--- src/shared/camera_regs_defs.svh ---
// Behaviour
// - stored frames go out only without continuous acquisition
// - select=1: multi shot replays store, single shot resends
// - multi shot sends replay-count stored frames
// - single shot resends last retransmit-buffer frame
// - store on: each acquired frame enters ring
// - full ring overwrites its oldest frame
// - every sent frame copied; no prior frame: undefined
// - store-on write or format change reinitialises store
// - bit0 store on, bit1 source, ignored when continuous
// - capacity nonzero in 8-19, fill in 20-31
// - unwritten flash bits read as one
// - window writes commit on control write or access
// - clean bit: 0 dirty, write 1 programs
// - presence bit reads one for implemented features
// - flash window holds a full 32-bit word
// - strobe reference bit: 0 integration, 1 trigger
// - read-only shutter kind bit 13
// - span field 14-15, invalid codes refused
// - aux supply bit 31, default off
// - window on bit 6; off locks other fields
`ifndef CAMERA_REGS_DEFS_SVH
`define CAMERA_REGS_DEFS_SVH
`define OFS_REPLAY 16'h0634
`define OFS_STROBE 16'h1104
`define OFS_FLASH_CTRL 16'h1240
`define OFS_FLASH_DATA 16'h1244
`define OFS_AUX 16'h19D0
`define OFS_WIN_CTRL 16'h1A70
`define OFS_WIN_BASE 16'h1A74
`define OFS_WIN_POS_STEP 16'h1A80
`define OFS_WIN_SIZE_STEP 16'h1A84
`define OFS_WIN_ORIGIN 16'h1A88
`define OFS_WIN_EXTENT 16'h1A8C
`define WIN_BASE_VAL 32'h3C0006A0
`define WIN_STEP_VAL 32'h00010001
// msb-first numbering: documented bit n is physical bit 31-n
`define PRESENT_BIT 31
`define RPL_ON_BIT 31
`define RPL_SEL_BIT 30
`define HI_FIELD_MSB 23
`define HI_FIELD_LSB 12
`define LO_FIELD_MSB 11
`define LO_FIELD_LSB 0
`define FLASH_CLEAN_BIT 25
`define FLASH_PAGE_EXP 12'h008
`define FLASH_COUNT_EXP 12'h00B
`define PAGE_WORDS 64
`define STB_REF_BIT 31
`define STB_SHUT_BIT 18
`define STB_SPAN_MSB 17
`define STB_SPAN_LSB 16
`define AUX_ON_BIT 0
`define WIN_ON_BIT 25
`define RESP_OKAY 2'h0
`define RESP_SLVERR 2'h2
`endif

--- src/shared/camera_regs_pkg.sv ---
package camera_regs_pkg;
  typedef enum logic [1:0] {
    st_idle = 2'b01,
    st_send = 2'b10
  } replay_state_t;
  typedef enum logic [1:0] {
    src_live = 2'h0,
    src_store = 2'h1,
    src_retx = 2'h2
  } send_src_t;
endpackage

--- src/camera_control_status_regs.sv ---
`timescale 1ns/1ps
`include "camera_regs_defs.svh"
module camera_control_status_regs (
  input wire logic core_clk,
  input wire logic resetn,
  input wire logic ce,
  input wire logic [15:0] s_axi_awaddr,
  input wire logic s_axi_awvalid,
  output logic s_axi_awready,
  input wire logic [31:0] s_axi_wdata,
  input wire logic [3:0] s_axi_wstrb,
  input wire logic s_axi_wvalid,
  output logic s_axi_wready,
  output logic [1:0] s_axi_bresp,
  output logic s_axi_bvalid,
  input wire logic s_axi_bready,
  input wire logic [15:0] s_axi_araddr,
  input wire logic s_axi_arvalid,
  output logic s_axi_arready,
  output logic [31:0] s_axi_rdata,
  output logic [1:0] s_axi_rresp,
  output logic s_axi_rvalid,
  input wire logic s_axi_rready,
  input wire logic continuous_on,
  input wire logic single_shot_req,
  input wire logic multi_shot_req,
  input wire logic [11:0] replay_count,
  input wire logic frame_arrive,
  input wire logic live_sent,
  input wire logic fmt_change,
  input wire logic [11:0] store_capacity_in,
  input wire logic tx_ready,
  input wire logic global_reset_shutter,
  input wire logic [5:0] flash_rd_idx,
  output logic frame_send,
  output camera_regs_pkg::send_src_t frame_send_src,
  output logic [11:0] frame_send_slot,
  output logic frame_send_undef,
  output logic store_write,
  output logic [11:0] store_slot,
  output logic flash_commit,
  output logic [31:0] flash_rd_word,
  output logic strobe_ref_trigger,
  output logic [1:0] strobe_span,
  output logic aux_supply_on,
  output logic window_on,
  output logic [31:0] window_origin,
  output logic [31:0] window_extent
);

  ////////////////////////////////////////////////////////////////////////////
  // bus slave

  logic aw_held_r, w_held_r, bvalid_r, rvalid_r;
  logic [15:0] aw_addr_r;
  logic [31:0] w_data_r, rdata_r;
  logic [3:0] w_strb_r;
  logic [1:0] bresp_r, rresp_r;
  logic wr_fire, rd_fire, rd_hit, wr_hit;
  logic [31:0] rd_mux;

  // handshakes masked while frozen, else the master sees a transfer that never lands
  assign s_axi_awready = ce && !aw_held_r && !bvalid_r;
  assign s_axi_wready = ce && !w_held_r && !bvalid_r;
  assign s_axi_arready = ce && !rvalid_r;
  assign s_axi_bvalid = ce && bvalid_r;
  assign s_axi_bresp = bresp_r;
  assign s_axi_rvalid = ce && rvalid_r;
  assign s_axi_rdata = rdata_r;
  assign s_axi_rresp = rresp_r;
  assign wr_fire = aw_held_r && w_held_r && !bvalid_r;
  assign rd_fire = s_axi_arvalid && !rvalid_r;

  function automatic logic hit(input logic [15:0] a);
    hit = (a == `OFS_REPLAY) || (a == `OFS_STROBE) || (a == `OFS_FLASH_CTRL) ||
      (a == `OFS_FLASH_DATA) || (a == `OFS_AUX) || (a == `OFS_WIN_CTRL) ||
      (a == `OFS_WIN_BASE) || (a == `OFS_WIN_POS_STEP) || (a == `OFS_WIN_SIZE_STEP) ||
      (a == `OFS_WIN_ORIGIN) || (a == `OFS_WIN_EXTENT);
  endfunction

  function automatic logic [31:0] merge(input logic [31:0] o, input logic [31:0] n,
      input logic [3:0] s);
    merge = o;
    for (int i = 0; i < 4; i++) begin
      if (s[i]) merge[i*8 +: 8] = n[i*8 +: 8];
    end
  endfunction

  assign wr_hit = hit(aw_addr_r);
  assign rd_hit = hit(s_axi_araddr);

  always_ff @(posedge core_clk) begin
    if (!resetn) begin
      aw_held_r <= 1'b0;
      w_held_r <= 1'b0;
      aw_addr_r <= 16'h0000;
      w_data_r <= 32'h00000000;
      w_strb_r <= 4'h0;
      bvalid_r <= 1'b0;
      bresp_r <= `RESP_OKAY;
    end else if (ce) begin
      if (s_axi_awvalid && s_axi_awready) begin
        aw_held_r <= 1'b1;
        aw_addr_r <= s_axi_awaddr;
      end
      if (s_axi_wvalid && s_axi_wready) begin
        w_held_r <= 1'b1;
        w_data_r <= s_axi_wdata;
        w_strb_r <= s_axi_wstrb;
      end
      if (wr_fire) begin
        aw_held_r <= 1'b0;
        w_held_r <= 1'b0;
        bvalid_r <= 1'b1;
        bresp_r <= wr_hit ? `RESP_OKAY : `RESP_SLVERR;
      end else if (bvalid_r && s_axi_bready) begin
        bvalid_r <= 1'b0;
      end
    end
  end

  always_ff @(posedge core_clk) begin
    if (!resetn) begin
      rvalid_r <= 1'b0;
      rdata_r <= 32'h00000000;
      rresp_r <= `RESP_OKAY;
    end else if (ce) begin
      if (rd_fire) begin
        rvalid_r <= 1'b1;
        rdata_r <= rd_hit ? rd_mux : 32'h00000000;
        rresp_r <= rd_hit ? `RESP_OKAY : `RESP_SLVERR;
      end else if (rvalid_r && s_axi_rready) begin
        rvalid_r <= 1'b0;
      end
    end
  end

  ////////////////////////////////////////////////////////////////////////////
  // register state

  logic store_on_r, sel_r, strobe_ref_r, aux_on_r, win_on_r, dirty_r;
  logic [1:0] span_r;
  logic [31:0] origin_r, extent_r, window_word_r;
  logic [11:0] cap_r, fill_r;
  logic [31:0] wd_replay, wd_strobe, wd_flash, wd_aux, wd_win, wd_org, wd_ext;
  logic wr_replay, wr_strobe, wr_flash, wr_data, wr_aux, wr_win, wr_org, wr_ext;
  logic other_access, commit, reinit;

  assign wr_replay = wr_fire && aw_addr_r == `OFS_REPLAY;
  assign wr_strobe = wr_fire && aw_addr_r == `OFS_STROBE;
  assign wr_flash = wr_fire && aw_addr_r == `OFS_FLASH_CTRL;
  assign wr_data = wr_fire && aw_addr_r == `OFS_FLASH_DATA;
  assign wr_aux = wr_fire && aw_addr_r == `OFS_AUX;
  assign wr_win = wr_fire && aw_addr_r == `OFS_WIN_CTRL;
  assign wr_org = wr_fire && aw_addr_r == `OFS_WIN_ORIGIN;
  assign wr_ext = wr_fire && aw_addr_r == `OFS_WIN_EXTENT;
  // unused bits of the old value are zero, so merged reserved bits are dropped
  assign wd_replay = merge({store_on_r, sel_r, 30'h0}, w_data_r, w_strb_r);
  assign wd_strobe = merge({strobe_ref_r, 13'h0, span_r, 16'h0}, w_data_r, w_strb_r);
  assign wd_flash = merge(32'h00000000, w_data_r, w_strb_r);
  assign wd_aux = merge({31'h0, aux_on_r}, w_data_r, w_strb_r);
  assign wd_win = merge({6'h0, win_on_r, 25'h0}, w_data_r, w_strb_r);
  assign wd_org = merge(origin_r, w_data_r, w_strb_r);
  assign wd_ext = merge(extent_r, w_data_r, w_strb_r);

  assign other_access = (wr_fire && wr_hit && !wr_flash && !wr_data) ||
    (rd_fire && rd_hit && s_axi_araddr != `OFS_FLASH_CTRL &&
     s_axi_araddr != `OFS_FLASH_DATA);
  assign commit = dirty_r && ((wr_flash && wd_flash[`FLASH_CLEAN_BIT]) || other_access);
  assign reinit = (wr_replay && wd_replay[`RPL_ON_BIT]) || fmt_change;

  always_ff @(posedge core_clk) begin
    if (!resetn) begin
      store_on_r <= 1'b0;
      sel_r <= 1'b0;
    end else if (ce && wr_replay) begin
      store_on_r <= wd_replay[`RPL_ON_BIT];
      sel_r <= wd_replay[`RPL_SEL_BIT];
    end
  end

  always_ff @(posedge core_clk) begin
    if (!resetn) begin
      strobe_ref_r <= 1'b0;
      span_r <= 2'h0;
    end else if (ce && wr_strobe) begin
      strobe_ref_r <= wd_strobe[`STB_REF_BIT];
      // any-pixel needs global reset; code 3 is never stored
      if (wd_strobe[`STB_SPAN_MSB:`STB_SPAN_LSB] != 2'h3 &&
          (wd_strobe[`STB_SPAN_MSB:`STB_SPAN_LSB] != 2'h1 || global_reset_shutter)) begin
        span_r <= wd_strobe[`STB_SPAN_MSB:`STB_SPAN_LSB];
      end
    end
  end

  always_ff @(posedge core_clk) begin
    if (!resetn) aux_on_r <= 1'b0;
    else if (ce && wr_aux) aux_on_r <= wd_aux[`AUX_ON_BIT];
  end

  always_ff @(posedge core_clk) begin
    if (!resetn) begin
      win_on_r <= 1'b0;
      origin_r <= 32'h00000000;
      extent_r <= 32'h00000000;
    end else if (ce) begin
      if (wr_win) win_on_r <= wd_win[`WIN_ON_BIT];
      if (wr_org && win_on_r) origin_r <= wd_org;
      if (wr_ext && win_on_r) extent_r <= wd_ext;
    end
  end

  ////////////////////////////////////////////////////////////////////////////
  // flash page buffer

  logic [31:0] page_mem [`PAGE_WORDS];
  logic [5:0] page_ptr_r;
  logic commit_r;
  logic [31:0] flash_rd_r;

  // buffer restarts erased after each commit not met by a data write in the same cycle, so untouched words program as ones
  always_ff @(posedge core_clk) begin
    if (!resetn) begin
      for (int i = 0; i < `PAGE_WORDS; i++) page_mem[i] <= 32'hFFFFFFFF;
      page_ptr_r <= 6'h00;
      dirty_r <= 1'b0;
      window_word_r <= 32'h00000000;
      commit_r <= 1'b0;
    end else if (ce) begin
      commit_r <= commit;
      if (wr_data) begin
        page_mem[page_ptr_r] <= w_data_r;
        page_ptr_r <= page_ptr_r + 6'h01;
        window_word_r <= w_data_r;
        dirty_r <= 1'b1;
      end else if (commit) begin
        for (int i = 0; i < `PAGE_WORDS; i++) page_mem[i] <= 32'hFFFFFFFF;
        page_ptr_r <= 6'h00;
        dirty_r <= 1'b0;
      end
    end
  end

  // page is erased as the commit pulse rises; programmer sees only one pre-erasure word, registered from the index of the cycle before
  always_ff @(posedge core_clk) begin
    if (!resetn) flash_rd_r <= 32'hFFFFFFFF;
    else if (ce) flash_rd_r <= page_mem[flash_rd_idx];
  end

  ////////////////////////////////////////////////////////////////////////////
  // read mux

  always_comb begin
    rd_mux = 32'h00000000;
    unique case (s_axi_araddr)
      `OFS_REPLAY: rd_mux = {store_on_r, sel_r, 6'h00, cap_r, fill_r};
      `OFS_STROBE: rd_mux = {strobe_ref_r, 12'h000, global_reset_shutter, span_r, 16'h0000};
      `OFS_FLASH_CTRL: rd_mux = {1'b1, 5'h00, !dirty_r, 1'b0, `FLASH_PAGE_EXP,
        `FLASH_COUNT_EXP};
      `OFS_FLASH_DATA: rd_mux = window_word_r;
      `OFS_AUX: rd_mux = {1'b1, 30'h00000000, aux_on_r};
      `OFS_WIN_CTRL: rd_mux = {1'b1, 5'h00, win_on_r, 25'h0000000};
      `OFS_WIN_BASE: rd_mux = `WIN_BASE_VAL;
      `OFS_WIN_POS_STEP: rd_mux = `WIN_STEP_VAL;
      `OFS_WIN_SIZE_STEP: rd_mux = `WIN_STEP_VAL;
      `OFS_WIN_ORIGIN: rd_mux = origin_r;
      `OFS_WIN_EXTENT: rd_mux = extent_r;
      default: rd_mux = 32'h00000000;
    endcase
  end

  ////////////////////////////////////////////////////////////////////////////
  // frame store and replay

  camera_regs_pkg::replay_state_t state_r;
  camera_regs_pkg::send_src_t src_r;
  logic [11:0] wr_ptr_r, rd_ptr_r, remain_r, count_eff, slot_r;
  logic retx_valid_r, send_r, undef_r, store_wr_r;
  logic [11:0] store_slot_r;
  logic store_sel, start_multi, start_single, pop_now, arrive_wr, full;

  function automatic logic [11:0] wrap(input logic [11:0] p, input logic [11:0] c);
    wrap = (p + 12'h001 >= c) ? 12'h000 : p + 12'h001;
  endfunction

  assign store_sel = sel_r && !continuous_on;
  assign start_multi = state_r == camera_regs_pkg::st_idle && store_sel && multi_shot_req;
  assign start_single = state_r == camera_regs_pkg::st_idle && store_sel && !multi_shot_req &&
    single_shot_req && tx_ready;
  assign count_eff = (replay_count == 12'h000) ? 12'h001 : replay_count;
  assign full = fill_r == cap_r;
  assign pop_now = state_r == camera_regs_pkg::st_send && !continuous_on && tx_ready &&
    fill_r != 12'h000 && !reinit;
  assign arrive_wr = frame_arrive && store_on_r && !reinit;

  always_ff @(posedge core_clk) begin
    if (!resetn) begin
      state_r <= camera_regs_pkg::st_idle;
      remain_r <= 12'h000;
    end else if (ce) begin
      unique case (state_r)
        camera_regs_pkg::st_idle: begin
          if (start_multi) begin
            state_r <= camera_regs_pkg::st_send;
            remain_r <= count_eff;
          end
        end
        camera_regs_pkg::st_send: begin
          // continuous acquisition aborts a replay in progress
          if (continuous_on || (tx_ready && remain_r == 12'h001)) begin
            state_r <= camera_regs_pkg::st_idle;
            remain_r <= 12'h000;
          end else if (tx_ready) begin
            remain_r <= remain_r - 12'h001;
          end
        end
      endcase
    end
  end

  // empty store: the rest of a multi shot comes from the retransmit buffer
  always_ff @(posedge core_clk) begin
    if (!resetn) begin
      send_r <= 1'b0;
      src_r <= camera_regs_pkg::src_live;
      slot_r <= 12'h000;
      undef_r <= 1'b0;
    end else if (ce) begin
      send_r <= start_single || (state_r == camera_regs_pkg::st_send && tx_ready &&
        !continuous_on);
      src_r <= pop_now ? camera_regs_pkg::src_store : camera_regs_pkg::src_retx;
      slot_r <= rd_ptr_r;
      undef_r <= !pop_now && !retx_valid_r;
    end
  end

  always_ff @(posedge core_clk) begin
    if (!resetn) retx_valid_r <= 1'b0;
    else if (ce) begin
      if (send_r || live_sent) retx_valid_r <= 1'b1;
      else if (reinit) retx_valid_r <= 1'b0;
    end
  end

  always_ff @(posedge core_clk) begin
    if (!resetn) begin
      cap_r <= 12'h001;
      fill_r <= 12'h000;
      wr_ptr_r <= 12'h000;
      rd_ptr_r <= 12'h000;
      store_wr_r <= 1'b0;
      store_slot_r <= 12'h000;
    end else if (ce) begin
      store_wr_r <= arrive_wr;
      store_slot_r <= wr_ptr_r;
      if (reinit) begin
        cap_r <= (store_capacity_in == 12'h000) ? 12'h001 : store_capacity_in;
        fill_r <= 12'h000;
        wr_ptr_r <= 12'h000;
        rd_ptr_r <= 12'h000;
      end else begin
        if (arrive_wr) wr_ptr_r <= wrap(wr_ptr_r, cap_r);
        if (pop_now || (arrive_wr && full)) rd_ptr_r <= wrap(rd_ptr_r, cap_r);
        if (arrive_wr && !pop_now && !full) fill_r <= fill_r + 12'h001;
        else if (pop_now && !arrive_wr) fill_r <= fill_r - 12'h001;
      end
    end
  end

  assign frame_send = send_r;
  assign frame_send_src = src_r;
  assign frame_send_slot = slot_r;
  assign frame_send_undef = undef_r;
  assign store_write = store_wr_r;
  assign store_slot = store_slot_r;
  assign flash_commit = commit_r;
  assign flash_rd_word = flash_rd_r;
  assign strobe_ref_trigger = strobe_ref_r;
  assign strobe_span = span_r;
  assign aux_supply_on = aux_on_r;
  assign window_on = win_on_r;
  assign window_origin = origin_r;
  assign window_extent = extent_r;
endmodule // camera_control_status_regs

--- config.mk ---
export PLATFORM = sky130hd
export DESIGN_NAME = camera_control_status_regs
export DESIGN_NICKNAME = d
export VERILOG_FILES = /design/src/shared/camera_regs_pkg.sv /design/src/camera_control_status_regs.sv
export VERILOG_INCLUDE_DIRS = /design/src /design/src/shared
export SDC_FILE = /design/constraint.sdc
export NUM_CORES = 2
export LEC_CHECK = 0
export BUFFER_PORTS_ARGS = -buffer_cell sky130_fd_sc_hd__buf_2
export CAP_MARGIN = 20
export CORE_MARGIN = 10
export CORE_UTILIZATION = 50
export CTS_BUF_LIST = sky130_fd_sc_hd__clkbuf_16
export DETAILED_ROUTE_END_ITERATION = 6
export PLACE_DENSITY = 0.66
export SLEW_MARGIN = 20
export SYNTH_ARGS = -nofsm -noshare
export SYNTH_HDL_FRONTEND = slang
export SYNTH_SLANG_ARGS = --single-unit
--- constraint.sdc ---
create_clock -name core_clk -period 8.9 [get_ports core_clk]
set_input_delay 0.89 -clock core_clk [delete_from_list [all_inputs] [get_ports core_clk]]
set_output_delay 0.89 -clock core_clk [all_outputs]
set_load 0.02 [all_outputs]
==> metrics.txt <==
fmax roughly 0.18 GHz; crit-path max FO between 40 and 50; P_leak 38.5 nW; vias in the first global route between 60000 and 70000; ys flop type edfxtp_1; CTS Hold Bufs 0; Layout Nets ~7500; Avg Inst Size Synth roughly 14 um2; setup violators final 0; DP Worst Slack 2.57 ns; CTS tree built; power per cell area 203 nW/um2; Final Core Density between 50 and 60%; root buffer cell clkbuf_16; Port Buffer Count roughly 280; I/O pins approximately 290; crit path capture type flop; synth top area cells edfxtp_1 57%, mux4_2 14%, or3_1 6.1%, dfxtp_1 6.0%, or2_2 6.0%; DR iter-0 viols between 9000 and 10000; Synth async-reset ratio 0%; worst rel slew slack between 20% and 30%; final period utilization around 63%; CTS buffer count ~240; depth of the CTS H-tree 4; Clock Tree Buf Depth 3; drt pass-1 iters 7; clk slew on worst S/H paths roughly 0.06 ns; WS Path Type in -> reg; Post-DRT Antenna Nets 0; share of cells above drive strength 1 34.5%; Pwr Total roughly 0.024 W; CTS sink count between 2000 and 2500; first-pass GRT wire length ~460000 um; number of enable flip-flop cells after synthesis about 2000; die extent in x between 400 and 500 um; Overall Global Routing Usage around a quarter; hpwl dp a little under 200000 um; worst slew pin tran roughly 1.1 ns; synth unique cells a little over 80; Worst Setup Start Kind primary input; most common cell after layout, fill and taps aside edfxtp_1; WL per Instance approximately 30 um; number of remaining DRC errors 0; initial core utilization roughly half; row count 170; largest net degree at the start of global routing 163; number of post-CTS setup repair buffers 0; Setup Skew around 0.056 ns; fin worst setup slack between 3 and 4 ns; Slew Limit Fails 0; Setup TNS 0 ns; post-synthesis sequential area ratio between 60% and 70%; Hold Vio Cnt, Final 0; initial antenna violation count 22; status finished, final reports clean; CP Data Required Time roughly 9.4 ns; VDD IR max around 0.23 mV; cts repair resizes 0; Yosys top cell area share ~57%; Layout area overhead 10.8%; MaxCap Viol Count 0; vias per cell 6.30; Mapped Cells roughly 7500; Syn Std Cell Area 108000 um2; Worst Hold Class in -> reg; Core Area around 210000 um2; clk_lat worst skew 0.89 ns; total grt overflow 0; routability cong. slightly above 0.9; die area 235000 um2; Yosys Warn Count 0; Synth area leader edfxtp_1; RSZ-0062 raised after global routing false; final WL about 310000 um; DR vias 65479; most frequent cells in the layout 2048 x edfxtp_1, 1040 x or3_1, 1031 x or2_2, 668 x mux4_2, 506 x nand2_1; Tmin final 5.62 ns; Critical Path AT just over 6 ns; height of the die 484 um; Synth Register Bits between 2000 and 2500
-- where the power goes --
group          leakage, nW  total, W  switching (W)  internal, W
sequential            22.9    0.0128       0.000238       0.0125
clock                 3.90   0.00961        0.00434      0.00527
combinational         11.7   0.00192        0.00120     0.000725
-- cell type report --
type	instances	area (um2)
clock buffer	241	6030
antenna	15	37.5
inverter	34	135
clock inverter	200	1360
sequential	2373	68100
fill	16716	95200
multi-input combinational	4236	36900
timing repair buffer	454	3400
tap	2838	3550
-- final timing paths --
path / to / slack, ns / depth (start not counted) / startpoint
min: w_data_r[15]$_SDFFE_PN0P_ / 0.22 / 3 / s_axi_wdata[15]
max reg2reg: page_mem[9][29]$_SDFFCE_PN1P_ / 3.75 / 10 / aw_addr_r[15]$_SDFFE_PN0P_
max: page_mem[39][23]$_SDFFCE_PN1P_ / 3.28 / 10 / ce
min reg2reg: window_word_r[0]$_SDFFE_PN0P_ / 0.45 / 2 / window_word_r[0]$_SDFFE_PN0P_
-- sequential cells by signal, indices dropped and copies added, names as in the netlist, 6 cells and up --
name	cells
s_axi_rdata	32
window_extent	32
fill_r	12
frame_send_slot	12
rd_ptr_r	12
remain_r	12
aw_addr_r	16
page_ptr_r	6
wr_ptr_r	12
cap_r	12
store_slot	12
window_origin	32
page_mem	2048
window_word_r	32
w_data_r	32
flash_rd_word	32
-- kinds of logic (layout without fill, tap and decap cells) --
group / count (synthesis) / after routing / share of synthesized area [%]
xor+xnor: 36 / 36 / 0.293
flops: 2373 / 2373 / 63.1
simple gates: 2929 / 2929 / 15.6
buf+inv: 857 / 929 / 3.12
mux: 745 / 745 / 14.7
other cells: 1 / 17 / 0.00348
fa+ha+maj: 40 / 40 / 0.471
compound gates: 484 / 484 / 2.72
-- critical path: stages --
cell      delay, ns
buf_4          0.38
buf_4          0.71
nand2b_1       0.23
nor2_1         0.38
nand4_1        0.45
or2_2          0.51
nor2_1         0.68
nand2_1        0.86
nand2_1        0.55
buf_4          0.44
-- metal layers --
layer	up-vias	part of all wire, %	track usage (%)
met5	-	0.013	0
met4	6	4.6	10.5
met3	531	9.8	5.09
met2	3361	46	40.1
met1	33749	40	36.9
li1	27832	-	-
-- synthesized netlist by cell type, types with 15 or more instances --
master    count
nand2b_1     22
nand2_1     518
nor3_1       31
o21ai_0      86
ha_1         39
edfxtp_1   2048
or2_2      1032
clkbuf_1    716
and2_1       19
nor2_1      130
xnor2_1      19
buf_2        53
buf_1        34
a21oi_1     244
a211oi_1     28
mux2i_1      55
or3_1      1043
inv_1        33
mux4_2      668
and3_1       17
xor2_1       17
nor4_1       19
dfxtp_1     325
a222oi_1     18
nand3_1      21
buf_4        15
mux2_2       22
-- stage by stage --
| stage | hold WS, ns | std cells | area [um2] |
|---|---|---|---|
| after detailed placement | 0.443 | 9933 | 112000 |
| after global routing | 0.206 | 10380 | 119000 |
| after CTS | 0.174 | 10374 | 119000 |
| after floorplan | 0.429 | 7466 | 108000 |
| final | 0.225 | 10391 | 119000 |
| after global placement | 0.436 | 9908 | 111000 |
Note: power is estimated with default switching activity, not from simulation.
